===== config.mk =====
export PLATFORM = sky130hd
export DESIGN_NAME = imp_ctrl
export DESIGN_NICKNAME = d
export VERILOG_FILES = /design/src/imp_pkg.sv /design/src/imp_ctrl.sv
export SDC_FILE = /design/constraint.sdc
export NUM_CORES = 1
export LEC_CHECK = 0
export BUFFER_PORTS_ARGS = -buffer_cell sky130_fd_sc_hd__buf_2
export CAP_MARGIN = 20
export CELL_PAD_IN_SITES_DETAIL_PLACEMENT = 1
export CELL_PAD_IN_SITES_GLOBAL_PLACEMENT = 2
export CORE_MARGIN = 3
export CORE_UTILIZATION = 35
export DETAILED_ROUTE_END_ITERATION = 16
export PLACE_DENSITY = 0.85
export SLEW_MARGIN = 20
export SYNTH_ARGS = -nofsm -noshare
export SYNTH_HDL_FRONTEND = slang
export SYNTH_SLANG_ARGS = --single-unit

===== constraint.sdc =====
create_clock -name core_clk -period 66.5 [get_ports core_clk]
set_clock_uncertainty 0.1 [all_clocks]
set_input_delay 13.3 -clock core_clk [delete_from_list [all_inputs] [get_ports core_clk]]
set_output_delay 13.3 -clock core_clk [all_outputs]
set_load 0.05 [all_outputs]

===== src/imp_pkg.sv =====
/*
 * Shared constants for the interrupt mask and priority controller: the
 * register map, field positions, mode codes and the fixed source tables.
 * Assumes a 32-bit plain register port with 8-bit byte addresses.
 */
package imp_pkg;

    // ------------------------------------------------------------------
    // Sizes
    // ------------------------------------------------------------------
    localparam int NUM_SRC = 18;    // Sources modelled here, NMI first.
    localparam int NUM_GRP = 10;    // Groups sharing level and priority.
    localparam int PIN_CNT = 8;     // Maskable request pins.
    localparam int ADDR_W = 8;      // Register address width.
    localparam int DATA_W = 32;     // Register data width.
    localparam int PRIO_W = 3;      // Width of a priority field.
    localparam int KEY_W = 5;       // NMI bit, level bit, priority field.
    localparam int IDX_W = 5;       // Width of a source index.
    localparam int LO_GRPS = 5;     // Groups held in the low priority word.

    // ------------------------------------------------------------------
    // Register map
    // ------------------------------------------------------------------
    localparam logic [ADDR_W-1:0] OFF_CFG = 8'h00;     // Config register.
    localparam logic [ADDR_W-1:0] OFF_LVL = 8'h04;     // Level select.
    localparam logic [ADDR_W-1:0] OFF_PRIO_LO = 8'h08; // Groups 0 to 4.
    localparam logic [ADDR_W-1:0] OFF_PRIO_HI = 8'h0c; // Groups 5 to 9.
    localparam logic [ADDR_W-1:0] OFF_STAT = 8'h10;    // Pending requests.

    // Configuration register fields.
    localparam int CFG_MODE_LO = 0;   // Lower mode bit.
    localparam int CFG_MODE_HI = 1;   // Upper mode bit.
    localparam int CFG_ADV = 2;       // Advanced address mode.

    // Reset values.
    localparam logic [1:0] RST_MODE = 2'h0;
    localparam logic [NUM_GRP-1:0] RST_LVL = 10'h000;
    localparam logic [PRIO_W-1:0] RST_PRIO = 3'h7;
    localparam logic [DATA_W-1:0] RD_ZERO = 32'h0000_0000;

    // ------------------------------------------------------------------
    // Control modes
    // ------------------------------------------------------------------
    typedef enum logic [1:0] {
        IMP_MODE0 = 2'b00,
        IMP_MODE1 = 2'b01,
        IMP_MODE2 = 2'b10,
        IMP_MODE3 = 2'b11
    } imp_mode_t;

    // ------------------------------------------------------------------
    // Source tables, index 0 is NMI, then ascending vector order
    // ------------------------------------------------------------------
    localparam logic [7:0] VEC_NMI = 8'h07;
    localparam logic [PRIO_W-1:0] NMI_LEVEL = 3'h7;
    localparam logic [NUM_SRC-1:0][7:0] SRC_VEC = {
        8'h24, 8'h23, 8'h22, 8'h21, 8'h20,   // Timer channel 0 events.
        8'h1c, 8'h1a, 8'h19, 8'h18,          // Converter, refresh, wdt, xfer.
        8'h17, 8'h16, 8'h15, 8'h14,          // Pins 7 to 4.
        8'h13, 8'h12, 8'h11, 8'h10,          // Pins 3 to 0.
        8'h07                                // Non-maskable request.
    };
    localparam logic [NUM_SRC-1:0][3:0] SRC_GRP = {
        4'h9, 4'h9, 4'h9, 4'h9, 4'h9,
        4'h8, 4'h7, 4'h6, 4'h5,
        4'h4, 4'h4, 4'h3, 4'h3,
        4'h2, 4'h2, 4'h1, 4'h0,
        4'h0
    };

endpackage : imp_pkg

===== src/imp_ctrl.sv =====
/*
 * Interrupt mask and priority controller: synchronises the pin requests,
 * masks every maskable source by the selected control mode, arbitrates and hands
 * the winning vector to the processor core in registered form.
 * Assumes the core supplies its mask bits on the same clock, takes the
 * request at its instruction boundary and holds requests until serviced.
 */
`timescale 1ns/1ps

module imp_ctrl
    import imp_pkg::*;
(
    input wire logic core_clk,                  // System clock.
    input wire logic rst,                       // Async reset, high.
    input wire logic [ADDR_W-1:0] reg_addr,     // Register byte address.
    input wire logic [DATA_W-1:0] reg_wdata,    // Register write data.
    input wire logic reg_we,                    // Write strobe.
    input wire logic reg_re,                    // Read strobe.
    output logic [DATA_W-1:0] reg_rdata,        // Read data, next cycle.
    input wire logic pin_nmi,                   // Non-maskable pin.
    input wire logic [PIN_CNT-1:0] pin_request_lines, // Maskable pins.
    input wire logic transfer_sw_done_event,    // Transfer done request.
    input wire logic watchdog_interval_event,   // Watchdog request.
    input wire logic refresh_match_event,       // Refresh match request.
    input wire logic converter_end_event,       // Converter end request.
    input wire logic [3:0] timer0_match_events, // Timer 0 matches A-D.
    input wire logic timer0_overflow_event,     // Timer 0 overflow.
    input wire logic global_mask_bit,           // Core global mask bit.
    input wire logic user_mask_bit,             // Core user mask bit.
    input wire logic [PRIO_W-1:0] mask_level_field, // Core mask level.
    input wire logic trace_pending,             // Core trace exception due.
    output logic irq_req,                       // Request to the core.
    output logic [7:0] irq_vector,              // Winning vector number.
    output logic [15:0] irq_vec_addr,           // Low vector address bits.
    output logic [PRIO_W-1:0] irq_level         // Winner's level for mask.
);

    // ------------------------------------------------------------------
    // Declarations
    // ------------------------------------------------------------------
    imp_mode_t mode_sel;                         // Selected control mode.
    logic addr_adv;                              // Advanced address mode.
    logic [NUM_GRP-1:0] level_select_reg;        // Per-group level bits.
    logic [NUM_GRP-1:0][PRIO_W-1:0] priority_field_reg; // Per-group levels.
    logic [PIN_CNT:0] pin_meta;                  // First sync stage.
    logic [PIN_CNT:0] pin_sync;                  // Second sync stage.
    logic [NUM_SRC-1:0] req;                     // All request levels.
    logic [NUM_SRC-1:0] cand;                    // Requests that pass masks.
    logic [NUM_SRC-1:0][KEY_W-1:0] key;          // Arbitration keys.
    logic use_lvl;                               // Mode uses level bits.
    logic use_prio;                              // Mode uses priority.
    logic found;                                 // Some request survives.
    logic [KEY_W-1:0] best_key;                  // Winning key.
    logic [IDX_W-1:0] best_idx;                  // Winning source index.
    logic win_lvl;                               // Winner's level bit.

    // Mask test for one maskable source in the current mode.
    function automatic logic imp_enable(
        input imp_mode_t mode,
        input logic lvl,
        input logic [PRIO_W-1:0] prio,
        input logic gmask,
        input logic umask,
        input logic [PRIO_W-1:0] mlevel
    );
        logic bit_ok;
        logic lvl_ok;
        // Level zero gated by global mask.
        // Level one blocked by both masks.
        bit_ok = lvl ? !(gmask && umask) : !gmask;
        lvl_ok = prio > mlevel;
        unique case (mode)
            IMP_MODE0: imp_enable = !gmask;
            IMP_MODE1: imp_enable = bit_ok;
            IMP_MODE2: imp_enable = lvl_ok;
            IMP_MODE3: imp_enable = bit_ok && lvl_ok;
        endcase
    endfunction : imp_enable

    // ------------------------------------------------------------------
    // Register port
    // ------------------------------------------------------------------

    // Configuration register: mode field and address mode.
    always_ff @(posedge core_clk or posedge rst) begin
        if (rst) begin
            mode_sel <= IMP_MODE0;
            addr_adv <= 1'b0;
        end else if (reg_we && reg_addr == OFF_CFG) begin
            // Each of the four codes gives its own mode.
            mode_sel <= imp_mode_t'({reg_wdata[CFG_MODE_HI],
                                     reg_wdata[CFG_MODE_LO]});
            addr_adv <= reg_wdata[CFG_ADV];
        end
    end

    // Level select register, one bit per group.
    always_ff @(posedge core_clk or posedge rst) begin
        if (rst) begin
            level_select_reg <= RST_LVL;
        end else if (reg_we && reg_addr == OFF_LVL) begin
            level_select_reg <= reg_wdata[NUM_GRP-1:0];
        end
    end

    // Priority fields, split over two words of five groups each.
    always_ff @(posedge core_clk or posedge rst) begin
        if (rst) begin
            for (int k = 0; k < NUM_GRP; k++) begin
                priority_field_reg[k] <= RST_PRIO;
            end
        end else if (reg_we && reg_addr == OFF_PRIO_LO) begin
            for (int k = 0; k < LO_GRPS; k++) begin
                priority_field_reg[k] <= reg_wdata[PRIO_W*k +: PRIO_W];
            end
        end else if (reg_we && reg_addr == OFF_PRIO_HI) begin
            for (int k = 0; k < LO_GRPS; k++) begin
                priority_field_reg[k+LO_GRPS] <=
                    reg_wdata[PRIO_W*k +: PRIO_W];
            end
        end
    end

    // Read data appear in the cycle after the strobe and only there.
    always_ff @(posedge core_clk or posedge rst) begin
        if (rst) begin
            reg_rdata <= RD_ZERO;
        end else if (!reg_re) begin
            reg_rdata <= RD_ZERO;
        end else begin
            unique case (reg_addr)
                OFF_CFG: reg_rdata <= DATA_W'({addr_adv, mode_sel});
                OFF_LVL: reg_rdata <= DATA_W'(level_select_reg);
                OFF_PRIO_LO: reg_rdata <= DATA_W'(
                    priority_field_reg[LO_GRPS-1:0]);
                OFF_PRIO_HI: reg_rdata <= DATA_W'(
                    priority_field_reg[NUM_GRP-1:LO_GRPS]);
                OFF_STAT: reg_rdata <= DATA_W'(req);
                default: reg_rdata <= RD_ZERO;  // Unmapped reads zero.
            endcase
        end
    end

    // ------------------------------------------------------------------
    // Request gathering
    // ------------------------------------------------------------------

    // Two-stage synchroniser for the asynchronous pins.
    always_ff @(posedge core_clk or posedge rst) begin
        if (rst) begin
            pin_meta <= '0;
            pin_sync <= '0;
        end else begin
            pin_meta <= {pin_request_lines, pin_nmi};
            pin_sync <= pin_meta;
        end
    end

    // One request line per modelled source.
    // Internal events in ascending vector order.
    assign req = {timer0_overflow_event, timer0_match_events,
                  converter_end_event, refresh_match_event,
                  watchdog_interval_event, transfer_sw_done_event,
                  pin_sync};

    // Level bits outside mode two, fields in two and three.
    assign use_lvl = mode_sel != IMP_MODE2;
    assign use_prio = mode_sel == IMP_MODE2 || mode_sel == IMP_MODE3;

    // Per-source masking and key; shared groups read the same settings.
    for (genvar g = 0; g < NUM_SRC; g++) begin : src_g
        if (g == 0) begin : nmi_g
            // NMI bypasses every mask, top key.
            assign cand[g] = req[g];
            assign key[g] = {1'b1, 1'b0, NMI_LEVEL};
        end else begin : mask_g
            logic lvl;
            logic [PRIO_W-1:0] pr;
            assign lvl = level_select_reg[SRC_GRP[g]];
            assign pr = priority_field_reg[SRC_GRP[g]];
            assign cand[g] = req[g] && imp_enable(mode_sel, lvl, pr,
                global_mask_bit, user_mask_bit, mask_level_field);
            // Level bit ranks above the field.
            assign key[g] = {1'b0, use_lvl && lvl,
                             use_prio ? pr : {PRIO_W{1'b0}}};
        end
    end

    // ------------------------------------------------------------------
    // Arbitration
    // ------------------------------------------------------------------

    // Ascending scan with a strict compare keeps the lowest index on ties.
    always_comb begin
        found = 1'b0;
        best_key = '0;
        best_idx = '0;
        for (int k = 0; k < NUM_SRC; k++) begin
            if (cand[k] && (!found || key[k] > best_key)) begin
                found = 1'b1;
                best_key = key[k];
                best_idx = IDX_W'(k);
            end
        end
    end

    // Registered hand-over to the core.
    always_ff @(posedge core_clk or posedge rst) begin
        if (rst) begin
            irq_req <= 1'b0;
            irq_vector <= 8'h00;
            irq_vec_addr <= 16'h0000;
            irq_level <= 3'h0;
            win_lvl <= 1'b0;
        end else begin
            // Held off while a trace exception is due.
            irq_req <= found && !trace_pending;
            irq_vector <= SRC_VEC[best_idx];
            // Two or four bytes per vector.
            irq_vec_addr <= addr_adv ? {6'h00, SRC_VEC[best_idx], 2'b00}
                                     : {7'h00, SRC_VEC[best_idx], 1'b0};
            irq_level <= best_key[PRIO_W-1:0];
            win_lvl <= best_key[PRIO_W];
        end
    end
endmodule : imp_ctrl


Word-level counts from Yosys, hierarchy flattened
Memories as Yosys holds them, arrays and structs flattened.
Cells that the tools add are included.
{"block": "word_totals", "in_bits": 68, "n_memories": 1, "romBits": 256, "register_bits": 115, "out_inout_bits": 60, "elab_cells": 246}
{"block": "classes", "n_mux": 87, "n_bitwise": 1, "n_reduce_logical": 101, "n_lt_le_gt_ge": 28, "n_eq_ne": 8}
{"memory": "(name not given)", "words": 32, "word_bits": 8, "read_ports": 1, "rd_ports_with_merged_regs": 0, "wr": 0, "line": "imp_ctrl.sv:221", "text": ": {7'h00, SRC_VEC[best_idx], 1'b0};"}
{"op": "$mux W5", "count": 33}
{"op": "$pmux W18 S5", "count": 1}
{"op": "$gt A4 B5 Y1", "count": 17}
{"op": "$logic_and A1 B1 Y1", "count": 60}
{"op": "$pmux W1 S4", "count": 10}
{"op": "$mux W3", "count": 11}
{"op": "$gt A3 B3 Y1", "count": 10}
{"op": "$mux W1", "count": 29}
{"op": "$logic_not A1 Y1", "count": 20}
{"op": "$logic_or A1 B1 Y1", "count": 18}
{"op": "$mux W18", "count": 1}
{"op": "$eq A8 B4 Y1 const B", "count": 2}
{"op": "$mux W10", "count": 1}
{"op": "$eq A8 B3 Y1 const B", "count": 1}
{"op": "$eq A8 B5 Y1 const B", "count": 1}
{"op": "$logic_not A8 Y1", "count": 1}
{"op": "$mux W8", "count": 1}
{"op": "$lt A5 B6 Y1 const B", "count": 1}
{"op": "$eq A2 B2 Y1 const B", "count": 2}
{"op": "$eq A2 B1 Y1 const B", "count": 1}
{"op": "$logic_not A2 Y1", "count": 1}
{"op": "$ne A2 B2 Y1 const B", "count": 1}
{"op": "$reduce_and A2 Y1", "count": 1}
{"op": "$not A1 Y1", "count": 1}

Longest topological paths before layout
Gate-level depths: netlist of run 1.
{"block": "depth", "ltp_word": 75, "mapped_depth": 159, "depth_no_buf": 151}

Worst setup path before layout of run 1
Ideal clock, no wire load.
{"block": "synth_timing", "path_kind": "in2reg", "start": "input port mask_level_field[2]", "end": "register irq_vec_addr[4]", "arrival_time_ps": 39191, "path_stages": 146, "slack_ps": 27130, "setup_ps": 79, "required_ps": 66321, "path_buffers": 8, "path_cell_list": "inv_1 -> ha_1 -> and3_1 -> o21ai_0 -> and4_1 -> a21oi_1 -> ha_1 -> nor2b_1 -> o211ai_1 -> a21oi_1 -> o211a_4 -> a221oi_2 -> ha_1 -> nor2b_1 -> o21a_1 -> o21a_1 -> o2111a_1 -> o21ai_1 -> [... 110 more ...] -> a21oi_1 -> and4b_1 -> a41o_1 -> buf_2 -> o41ai_1 -> ha_1 -> nor2b_1 -> o21ai_0 -> nand2b_1 -> a21oi_1 -> and4b_1 -> a41o_1 -> nor2_1 -> o31ai_1 -> ha_1 -> and4_1 -> o31a_1 -> mux2i_1"}
{"block": "synth_between", "elab_chain_cells": 73, "elab_cells_between_ends": 164, "cone_classes": "26 x order compare; 61 x mux; 76 x reduce/logical; 1 x memory"}
{"element": "start, declared", "line": "imp_ctrl.sv:30", "text": "input wire logic [PRIO_W-1:0] mask_level_field,"}
{"element": "$gt A3 B3 Y1", "line": "imp_ctrl.sv:71", "text": "lvl_ok = prio > mlevel;"}
{"element": "$logic_and A1 B1 Y1", "line": "imp_ctrl.sv:76", "text": "IMP_MODE3: imp_enable = bit_ok && lvl_ok;"}
{"element": "$pmux W1 S4", "line": "imp_ctrl.sv:72", "text": "unique case (mode)"}
{"element": "$logic_and A1 B1 Y1", "line": "imp_ctrl.sv:181", "text": "assign cand[g] = req[g] && imp_enable(mode_sel, lvl, pr,"}
{"element": "$logic_and A1 B1 Y1", "line": "imp_ctrl.sv:199", "text": "if (cand[k] && (!found || key[k] > best_key)) begin"}
{"element": "$mux W5 / $mux W1 (equally long branches)", "line": "imp_ctrl.sv:199"}
{"element": "$gt A4 B5 Y1 / $logic_not A1 Y1 (equally long branches)", "line": "imp_ctrl.sv:199"}
{"element": "$logic_or A1 B1 Y1", "line": "imp_ctrl.sv:199"}
{"element": "[... 57 more ...]"}
{"element": "$mux W5 / $mux W1 (equally long branches)", "line": "imp_ctrl.sv:199"}
{"element": "$gt A4 B5 Y1 / $logic_not A1 Y1 (equally long branches)", "line": "imp_ctrl.sv:199"}
{"element": "$logic_or A1 B1 Y1", "line": "imp_ctrl.sv:199"}
{"element": "$logic_and A1 B1 Y1", "line": "imp_ctrl.sv:199"}
{"element": "$mux W5 *", "line": "imp_ctrl.sv:199"}
{"element": "$mem_v2 Z32 W8 *"}
{"element": "$mux W8 (not written as such) *", "line": "imp_ctrl.sv:220", "text": "irq_vec_addr <= addr_adv ? {6'h00, SRC_VEC[best_idx], 2'b00}"}
{"element": "$mux W10 *", "line": "imp_ctrl.sv:220"}
{"element": "end signal, assigned", "line": "imp_ctrl.sv:220"}
{"element": "end, declared", "line": "imp_ctrl.sv:34", "text": "output logic [15:0] irq_vec_addr,"}
Every way passes the cells marked *; elsewhere a longest branch is shown, timed or not. The select of a mux whose other input is x is not followed.
A chain may end at the register's enable or synchronous reset.

Worst setup path after layout of run 1
{"block": "layout_timing", "start": "input port mask_level_field[2]", "end": "register irq_vec_addr[6]"}
The elaborated chain is that of the path after synthesis.

==> key figures, run 1 <==
Outcome
  • Status: completed

Floorplan
  • Starting Density: 35.74%
  • Core area: 23610 µm²
  • # rows: 56
  • Die Wd: 161.3 µm
  • Die area: 26010 µm²
  • Number of I/O pins: 128
  • Die H: 161.3 µm

Yosys
  • Compound-gate portion of the synthesized area: 21.89%
  • Top_reg_cell synth: dfrtp_1
  • Share of flip-flops with an asynchronous set or reset: 100.0%
  • Syn Std Cell Area: 8438 µm²
  • #FFs+latches synth: 96
  • Yosys warns: 0
  • Seq/Total Area, Yosys: 28.91%
  • Synth Area in XOR/XNOR: 0%
  • Synth Area in Simple Gates: 19.53%
  • Multiplexer share of the synthesized area: 8.882%
  • Dominant combinational cell family by area after synthesis: compound AO/OA/AOI/OAI gates
  • Synth unique cells: 87
  • Post-Synth Adder-Cell Area: 14.53%
  • EDFF count, synth: 0
  • Mean Syn Cell Area: 9.103 µm²
  • Synth Instances: 927

Clocking
  • Num CTS Buffers: 9
  • Clock Tree Root: clkbuf_16
  • Post-CTS Hold Fix Bufs: 0
  • H-tree levels: 3
  • # clock sinks: 96
  • Reg clk slew, reported paths: 0.08 ns
  • Later-pin clock latency in the skew report: 0.36 ns
  • Clock buffer depth: 2
  • CTS resizes: 0
  • CTS tree: yes
  • Post-CTS Setup Repair Bufs: 0

Finish
  • Synth-to-Final Area Change: 11.08%
  • Largest register FFs: 30
  • Diode count: 0
  • Commonest non-fill, non-tap cell in the layout: ha_1
  • Layout cells sized above 1: 22.59%
  • Final net count: 1157
  • Most frequent cells in the layout: ha_1 (98), buf_2 (85), nand2_1 (72)

Timing
  • Final setup vio count: 0
  • Peak Freq: 22.25 MHz
  • Count of pins over their slew limit: 0
  • RSZ-0062 raised after global routing: no
  • Rel. slew slack: 36.00%
  • Final TNS setup: 0 ns
  • Worst-Margin Slew: 0.9581 ns
  • Final worst-path cycle share: 67.58%
  • Hold violation total from the final report: 0
  • Crit path time final: 44.94 ns

Worst setup path
  • Largest stage delay on the critical path: 0.68 ns
  • Cell mode on critical path: o21a_1
  • Startpoint Class: input pin
  • CP max FO: 16
  • WP data required: 66.67 ns
  • Type of the worst setup path: in2reg
  • Slowest stage cell, crit path: a21boi_1
  • Critical Path End Type: flip-flop
  • Largest delay share family, worst path: compound AO/OA/AOI/OAI gates
  • Data arrival, critical path: 45.11 ns
  • Crit path buf inv count: 6

Global routing
  • Grt total ovfl: 0
  • Largest net degree at the start of global routing: 60
  • Vias in the first global route: 7459
  • Initial antenna violation count: 1
  • Global-route wire length before repair: 41.79 mm
  • Overall routing resource usage: 20.34%

Power
  • Power Total: 0.0001955 W
  • Leakage dissipation: 4.419 nW
  • Net Sw Frac: 40.42%
  • Int Pwr: 0.0001165 W
  • Comb pwr share: 36.8%
  • PD cells: 20.86 nW/µm²
  • Clock network power share: 28.2%
  • Sw power: 0.00007901 W
  • Max VDD drop: 14.38 µV
  • Reg power frac: 35.0%

Drt
  • Antenna viol nets, final: 0
  • Vias per inst: 5.539
  • Final WL: 26.51 mm
  • DRC Markers: 0
  • DRT iter0 DRCs: 355
  • Pre-Repair DR Iteration Count: 4
  • Via count: 7284
  • Wire per inst: 20.16 µm

Place
  • PortBufs: 85
  • Dpl hpwl: 20.74 mm
  • GP Congestion: 0.8530

Flow run
  • Total of max-cap violations: 0

Min path
  • Worst Hold Class: reg2reg
==> Yosys cell counts, types with 25 or more instances <==
cell type  number  area (µm²)
a21oi_1        29       145.1
and2_1         32       200.2
buf_4          25       187.7
clkbuf_1       26       97.59
dfrtp_1        66        1652
dfstp_2        30       788.3
ha_1           98        1226
inv_1          45       168.9
mux2_2         47       529.3
nand2_1        72       270.3
nor2_1         54       202.7
nor2b_1        26       162.7
o21a_1         29       217.7
o21ai_0        60       300.3
==> worst paths after layout <==
| check | slack (ns) | cells after the start | start | end |
|---|---|---|---|---|
| max in group asynchronous | 52.30 | 3 | rst | irq_vec_addr[1] |
| worst min-delay path | 0.24 | 0 | pin_meta[2] | pin_sync[2] |
| min in group asynchronous | 12.84 | 2 | rst | pin_sync[7] |
| worst max register to register | 34.42 | 139 | src_g[1].mask_g.pr[2] | irq_vec_addr[6] |
| worst min register to register | 0.24 | 0 | pin_meta[2] | pin_sync[2] |
| worst max-delay path | 21.56 | 141 | mask_level_field[2] | irq_vec_addr[6] |
==> layout make-up <==
cell class | count | area (µm²)
clock inverter | 7 | 88.84
inverter | 45 | 171.4
multi-input combinational | 747 | 5570
fill | 2834 | 14240
tap | 319 | 399.1
timing repair buffer | 92 | 478.0
clock buffer | 9 | 225.2
sequential | 96 | 2440
==> routing by layer <==
metal  vias to the layer above  track usage, %  part of all wire, %
li1                       3513               -                    -
met1                      3593           27.30                   46
met2                       154           34.59                   47
met3                        22           3.437                  4.7
met4                         2           4.380                  1.6
met5                         -               0                0.042
==> cell families (layout without fill, tap and decap cells) <==
logic type / Yosys count / count (layout)
buffers and inverters: 108 / 153
flip-flops: 96 / 96
other: 1 / 25
AO/OA/AOI/OAI: 248 / 248
AND/OR/NAND/NOR: 307 / 307
multiplexers: 69 / 69
adder cells (fa/ha/maj): 98 / 98
==> through the flow <==
| step | setup WS, ns | std cells | hold slack (ns) | instance area [µm²] | utilization, % |
|---|---|---|---|---|---|
| after global routing | 18.63 | 1315 | 0.2527 | 9373 | 39.69 |
| after global placement | 22.21 | 1299 | 0.2332 | 9059 | 38.36 |
| after detailed placement | 21.46 | 1299 | 0.2356 | 9059 | 38.36 |
| after floorplan | 27.13 | 951 | 0.2312 | 8528 | - |
| final | 21.56 | 1315 | 0.2426 | 9373 | 39.69 |
| after CTS | 21.72 | 1315 | 0.2442 | 9373 | 39.69 |
==> power groups by stage <==
stage | logic [W] | registers (W) | clock network (W)
floorplan | 0.0000431 | 0.0000803 | 0
global placement | 0.0000697 | 0.0000693 | 0
detailed placement | 0.0000716 | 0.0000695 | 0
CTS | 0.0000721 | 0.0000684 | 0.0000567
global route | 0.0000795 | 0.0000691 | 0.0000587
finish | 0.0000719 | 0.0000685 | 0.0000551
Note: power is estimated with default switching activity, not from simulation.
==> run 2: changes to the inputs <==
clock period = 45.2 ns   (was 66.5 ns; I/O delays follow)
==> run 2 against run 1 <==
Setup slack got worse by 17 ns; cell area about the same; global-route usage about the same; clock-buffer cell count did not move; register-to-register slack got worse by 21 ns; hold slack improved by 0.0088 ns; sequential power is 47% higher; sequential share of layout area about the same; critical path type unchanged; critical endpoint unchanged; largest cell class unchanged.
==> key figures, run 2 (synthesized netlist as in run 1, its figures left out) <==
Worst setup path
  • Crit path buf inv count: 7 (was 6)
  • Startpoint Class: input pin (unchanged)
  • Slowest stage cell, crit path: o41ai_2 (was a21boi_1)
  • WP data required: 45.37 ns (was 66.67 ns)
  • CP max FO: 16 (unchanged)
  • Worst R2R Path Depth: 139 (unchanged)
  • Data arrival, critical path: 40.83 ns (was 45.11 ns)
  • Largest delay share family, worst path: compound AO/OA/AOI/OAI gates (unchanged)
  • Largest stage delay on the critical path: 0.67 ns (was 0.68 ns)
  • Critical Path End Type: flip-flop (unchanged)
  • Type of the worst setup path: in2reg (unchanged)
  • Critical path depth in cells: 141 (unchanged)
  • Cell mode on critical path: o21a_1 (unchanged)

Drt
  • Wire per inst: 20.21 µm (was 20.16 µm)
  • DRC Markers: 0 (unchanged)
  • Vias per inst: 5.594 (was 5.539)
  • DRT iter0 DRCs: 440 (was 355)
  • Antenna viol nets, final: 0 (unchanged)
  • Pre-Repair DR Iteration Count: 4 (unchanged)
  • Via count: 7356 (was 7284)
  • Final WL: 26.57 mm (was 26.51 mm)

Outcome
  • Status: completed (unchanged)

Power
  • Max VDD drop: 20.78 µV (was 14.38 µV)
  • Leakage dissipation: 4.416 nW (was 4.419 nW)
  • PD cells: 30.48 nW/µm² (was 20.86 nW/µm²)

Clocking
  • Clock buffer depth: 2 (unchanged)
  • # clock sinks: 96 (unchanged)
  • Later-pin clock latency in the skew report: 0.36 ns (about the same)
  • Post-CTS Setup Repair Bufs: 0 (unchanged)
  • H-tree levels: 3 (unchanged)
  • Clock Tree Root: clkbuf_16 (unchanged)
  • CTS resizes: 0 (unchanged)
  • Num CTS Buffers: 9 (unchanged)
  • Post-CTS Hold Fix Bufs: 0 (unchanged)
  • Reg clk slew, reported paths: 0.08 ns (about the same)
  • CTS tree: yes (unchanged)

Timing
  • Final TNS setup: 0 ns (unchanged)
  • Worst-Margin Slew: 0.9846 ns (was 0.9581 ns)
  • WHS: 0.2514 ns (was 0.2426 ns)
  • Count of pins over their slew limit: 0 (unchanged)
  • Peak Freq: 24.60 MHz
  • Crit path time final: 40.66 ns
  • Hold violation total from the final report: 0 (unchanged)
  • Rel. slew slack: 34.36% (was 36.00%)
  • Final worst-path cycle share: 89.95%
  • RSZ-0062 raised after global routing: no (unchanged)
  • Final setup vio count: 0 (unchanged)

Global routing
  • Largest net degree at the start of global routing: 60 (unchanged)
  • Initial antenna violation count: 1 (unchanged)
  • Overall routing resource usage: 20.38% (was 20.34%)
  • Grt total ovfl: 0 (unchanged)
  • Vias in the first global route: 7544 (was 7459)
  • Global-route wire length before repair: 41.90 mm (was 41.79 mm)

Finish
  • Commonest non-fill, non-tap cell in the layout: ha_1 (unchanged)
  • Most frequent cells in the layout: ha_1 (98), buf_2 (85), nand2_1 (72) (unchanged)
  • Filler cells: 2805 (was 2834)
  • Synth-to-Final Area Change: 10.99% (was 11.08%)
  • Final net count: 1157 (unchanged)
  • Layout cells sized above 1: 22.59% (unchanged)
  • Register area: 2440 µm² (unchanged)
  • Largest register FFs: 30 (unchanged)
  • Multi-input gate area: 5570 µm² (unchanged)
  • Diode count: 0 (unchanged)

Place
  • Dpl hpwl: 20.84 mm (was 20.74 mm)
  • PortBufs: 85 (unchanged)
  • GP Congestion: 0.8613 (was 0.8530)

Min path
  • Worst hold path depth: 0 (unchanged)
  • Worst Hold Class: reg2reg (unchanged)

Floorplan
  • Die area: 26010 µm² (unchanged)
  • Die H: 161.3 µm (unchanged)
  • Starting Density: 35.74% (unchanged)
  • Number of I/O pins: 128 (unchanged)
  • Die Wd: 161.3 µm (unchanged)
  • Core area: 23610 µm² (unchanged)
  • # rows: 56 (unchanged)

Flow run
  • Total of max-cap violations: 0 (unchanged)
## run 2: cell types whose count changed in the layout (fill, tap and decap cells not counted), sizes merged
cell,delta
clkinv,+1
inv,-1
## run 2: through the flow
step | utilization [%] | instances | setup slack, ns | area, µm² | total power, W
3_3_place_gp | 38.36 | 1299 | 5.194 | 9059 | 0.0002046
2_1_floorplan | - | 951 | 10.09 | 8528 | 0.0001815
5_1_grt | 39.66 | 1315 | 1.765 | 9365 | 0.0003025
6_report | 39.66 | 1315 | 4.542 | 9365 | 0.0002854
3_5_place_dp | 38.36 | 1299 | 4.485 | 9059 | 0.0002076
4_1_cts | 39.66 | 1315 | 4.734 | 9365 | 0.0002875
## run 2: final timing paths
path	from	endpoint	slack [ns]
max	mask_level_field[2]	irq_vec_addr[6]	4.54
min	pin_meta[2]	pin_sync[2]	0.25
max reg2reg	src_g[1].mask_g.pr[2]	irq_vec_addr[6]	13.14
min reg2reg	pin_meta[2]	pin_sync[2]	0.25
max in group asynchronous	rst	irq_vector[4]	35.26
min in group asynchronous	rst	pin_sync[7]	8.59
## run 2: final cells by class
class | count | area share, %
well taps | 319 | 4.262
multi-input cells | 747 | 59.48
clock buffers | 9 | 2.405
inverters | 45 | 1.830
repair buffers | 92 | 5.104
flip-flops and latches | 96 | 26.05
clock inverters | 7 | 0.8684
## run 2: layer usage
layer  track usage, %  routed length [µm]  vias up  share of wire, %
li1                 -                   -     3501                 -
met1            27.22               12090     3643                45
met2            35.01               12710      171                48
met3            3.078                1289       39               4.9
met4            4.576                 475        2               1.8
met5                0                  11        -             0.041
## run 2: power by group
group          total [W]  switching [W]  internal, W  leakage, nW
Combinational   0.000106      0.0000700    0.0000359         3.11
Clock          0.0000790      0.0000394    0.0000396        0.150
Sequential      0.000101     0.00000542    0.0000951         1.16
Total           0.000285       0.000115     0.000171         4.42
==> run 3: changes to the inputs <==
CTS_BUF_LIST = sky130_fd_sc_hd__clkbuf_8   (was default)
==> run 3 against run 2 <==
Clock-buffer cell count unchanged; combinational power about the same; die area unchanged; sequential power about the same; setup slack improved by 0.012 ns; first-iteration DRC count increased by 12%; cell area decreased by 1.1%; critical path depth unchanged; maximum frequency about the same.
==> key figures, run 3 (synthesized netlist as in run 1, its figures left out) <==
Outcome
  • Status: completed (unchanged)

Clocking
  • CTS resizes: 0 (unchanged)
  • Later-pin clock latency in the skew report: 0.40 ns (was 0.36 ns)
  • # clock sinks: 96 (unchanged)
  • Post-CTS Hold Fix Bufs: 0 (unchanged)
  • Num CTS Buffers: 9 (unchanged)
  • H-tree levels: 3 (unchanged)
  • Clock Tree Root: clkbuf_8 (was clkbuf_16)
  • CTS tree: yes (unchanged)
  • Clock buffer depth: 2 (unchanged)
  • Post-CTS Setup Repair Bufs: 0 (unchanged)
  • Reg clk slew, reported paths: 0.11 ns (was 0.08 ns)

Worst setup path
  • Largest stage delay on the critical path: 0.67 ns (about the same)
  • Type of the worst setup path: in2reg (unchanged)
  • CP max FO: 16 (unchanged)
  • Data arrival, critical path: 40.85 ns (was 40.83 ns)
  • Slowest stage cell, crit path: o41ai_2 (unchanged)
  • Cell mode on critical path: o21a_1 (unchanged)
  • Critical Path End Type: flip-flop (unchanged)
  • Startpoint Class: input pin (unchanged)
  • WP data required: 45.40 ns (was 45.37 ns)
  • Worst R2R Path Depth: 139 (unchanged)

Drt
  • Max Used Layer: met5 (unchanged)
  • DRC Markers: 0 (unchanged)
  • Via count: 7302 (was 7356)
  • Final WL: 26.24 mm (was 26.57 mm)
  • Wire per inst: 19.96 µm (was 20.21 µm)
  • Metal3 WL: 1.246 mm (was 1.289 mm)
  • DRT iter0 DRCs: 493 (was 440)
  • Vias per inst: 5.553 (was 5.594)
  • Met1 wire length: 11.96 mm (was 12.09 mm)
  • Met2 wire length: 12.64 mm (was 12.71 mm)
  • Pre-Repair DR Iteration Count: 4 (unchanged)
  • Antenna viol nets, final: 0 (unchanged)

Finish
  • Final net count: 1157 (unchanged)
  • Synth-to-Final Area Change: 9.786% (was 10.99%)
  • Most frequent cells in the layout: ha_1 (98), buf_2 (85), nand2_1 (72) (unchanged)
  • Post-route cell area: 9264 µm² (was 9365 µm²)
  • Commonest non-fill, non-tap cell in the layout: ha_1 (unchanged)
  • Layout cells sized above 1: 22.59% (unchanged)
  • Final Non-Filler Cells: 1315 (unchanged)
  • Diode count: 0 (unchanged)
  • Largest register FFs: 30 (unchanged)

Flow run
  • Total of max-cap violations: 0 (unchanged)

Timing
  • Worst-Margin Slew: 0.9730 ns (was 0.9846 ns)
  • Final setup vio count: 0 (unchanged)
  • Setup WS post-layout: 4.553 ns (was 4.542 ns)
  • RSZ-0062 raised after global routing: no (unchanged)
  • Peak Freq: 24.60 MHz (about the same)
  • Crit path time final: 40.65 ns (was 40.66 ns)
  • Hold violation total from the final report: 0 (unchanged)
  • Final worst-path cycle share: 89.93% (was 89.95%)
  • Final TNS setup: 0 ns (unchanged)
  • Rel. slew slack: 35.13% (was 34.36%)
  • Count of pins over their slew limit: 0 (unchanged)

Min path
  • Worst hold path depth: 0 (unchanged)
  • Worst Hold Class: reg2reg (unchanged)

Global routing
  • Overall routing resource usage: 20.13% (was 20.38%)
  • Global-route wire length before repair: 41.48 mm (was 41.90 mm)
  • Vias in the first global route: 7494 (was 7544)
  • Grt total ovfl: 0 (unchanged)
  • Initial antenna violation count: 1 (unchanged)
  • Largest net degree at the start of global routing: 60 (unchanged)

Power
  • Leakage dissipation: 4.369 nW (was 4.416 nW)
  • PD cells: 28.65 nW/µm² (was 30.48 nW/µm²)
  • Power Total: 0.0002654 W (was 0.0002854 W)
  • Max VDD drop: 17.33 µV (was 20.78 µV)

Floorplan
  • Die H: 161.3 µm (unchanged)
  • Core area: 23610 µm² (unchanged)
  • Number of I/O pins: 128 (unchanged)
  • Die area: 26010 µm² (unchanged)
  • # rows: 56 (unchanged)
  • Starting Density: 35.74% (unchanged)
  • Die Wd: 161.3 µm (unchanged)

Place
  • GP Congestion: 0.8613 (unchanged)
  • Place WS: 4.485 ns (unchanged)
  • Post-place instance area: 9059 µm² (unchanged)
  • PortBufs: 85 (unchanged)
  • DP Cell Count: 1299 (unchanged)
  • Dpl hpwl: 20.84 mm (unchanged)
[run 3: cell counts in the layout (fill, tap and decap cells not counted)]
Identical to the previous run, type by type.
[run 3: area by class of cell]
type | count | area (µm²)
Fill cell | 2806 | 14350
Multi-Input combinational cell | 747 | 5570
Sequential cell | 96 | 2440
Timing Repair Buffer | 92 | 478.0
Tap cell | 319 | 399.1
Inverter | 45 | 171.4
Clock buffer | 9 | 123.9
Clock inverter | 7 | 81.33
[run 3: per-stage QoR]
step	hold slack (ns)	utilization, %
final	0.2597	39.23
after floorplan	0.2312	-
after global placement	0.2331	38.36
after global routing	0.2696	39.23
after detailed placement	0.2358	38.36
after CTS	0.2631	39.23
[run 3: worst max-delay path, delay by kind of cell]
| family | cells | cell delay [ns] |
|---|---|---|
| compound gates | 78 | 17.62 |
| simple gates | 37 | 7.25 |
| fa+ha+maj | 18 | 5.14 |
| buf+inv | 7 | 1.23 |
| mux | 1 | 0.50 |
[run 3: path summary, 6_finish.rpt]
check | from | to | slack [ns]
max reg2reg | src_g[1].mask_g.pr[2] | irq_vec_addr[6] | 13.11
min | pin_meta[2] | pin_sync[2] | 0.26
max in group asynchronous | rst | irq_vector[4] | 35.30
min in group asynchronous | rst | pin_sync[7] | 8.54
max | mask_level_field[2] | irq_vec_addr[6] | 4.55
min reg2reg | pin_meta[2] | pin_sync[2] | 0.26
[run 3: metal layers]
layer	track usage, %	up-vias
met5	0	-
met2	34.59	147
met4	4.224	2
met3	2.667	32
li1	-	3507
met1	27.22	3614
[run 3: report_power, final]
group          switching (W)  internal (W)
Sequential        0.00000536     0.0000951
Clock              0.0000370     0.0000222
Combinational      0.0000698     0.0000359
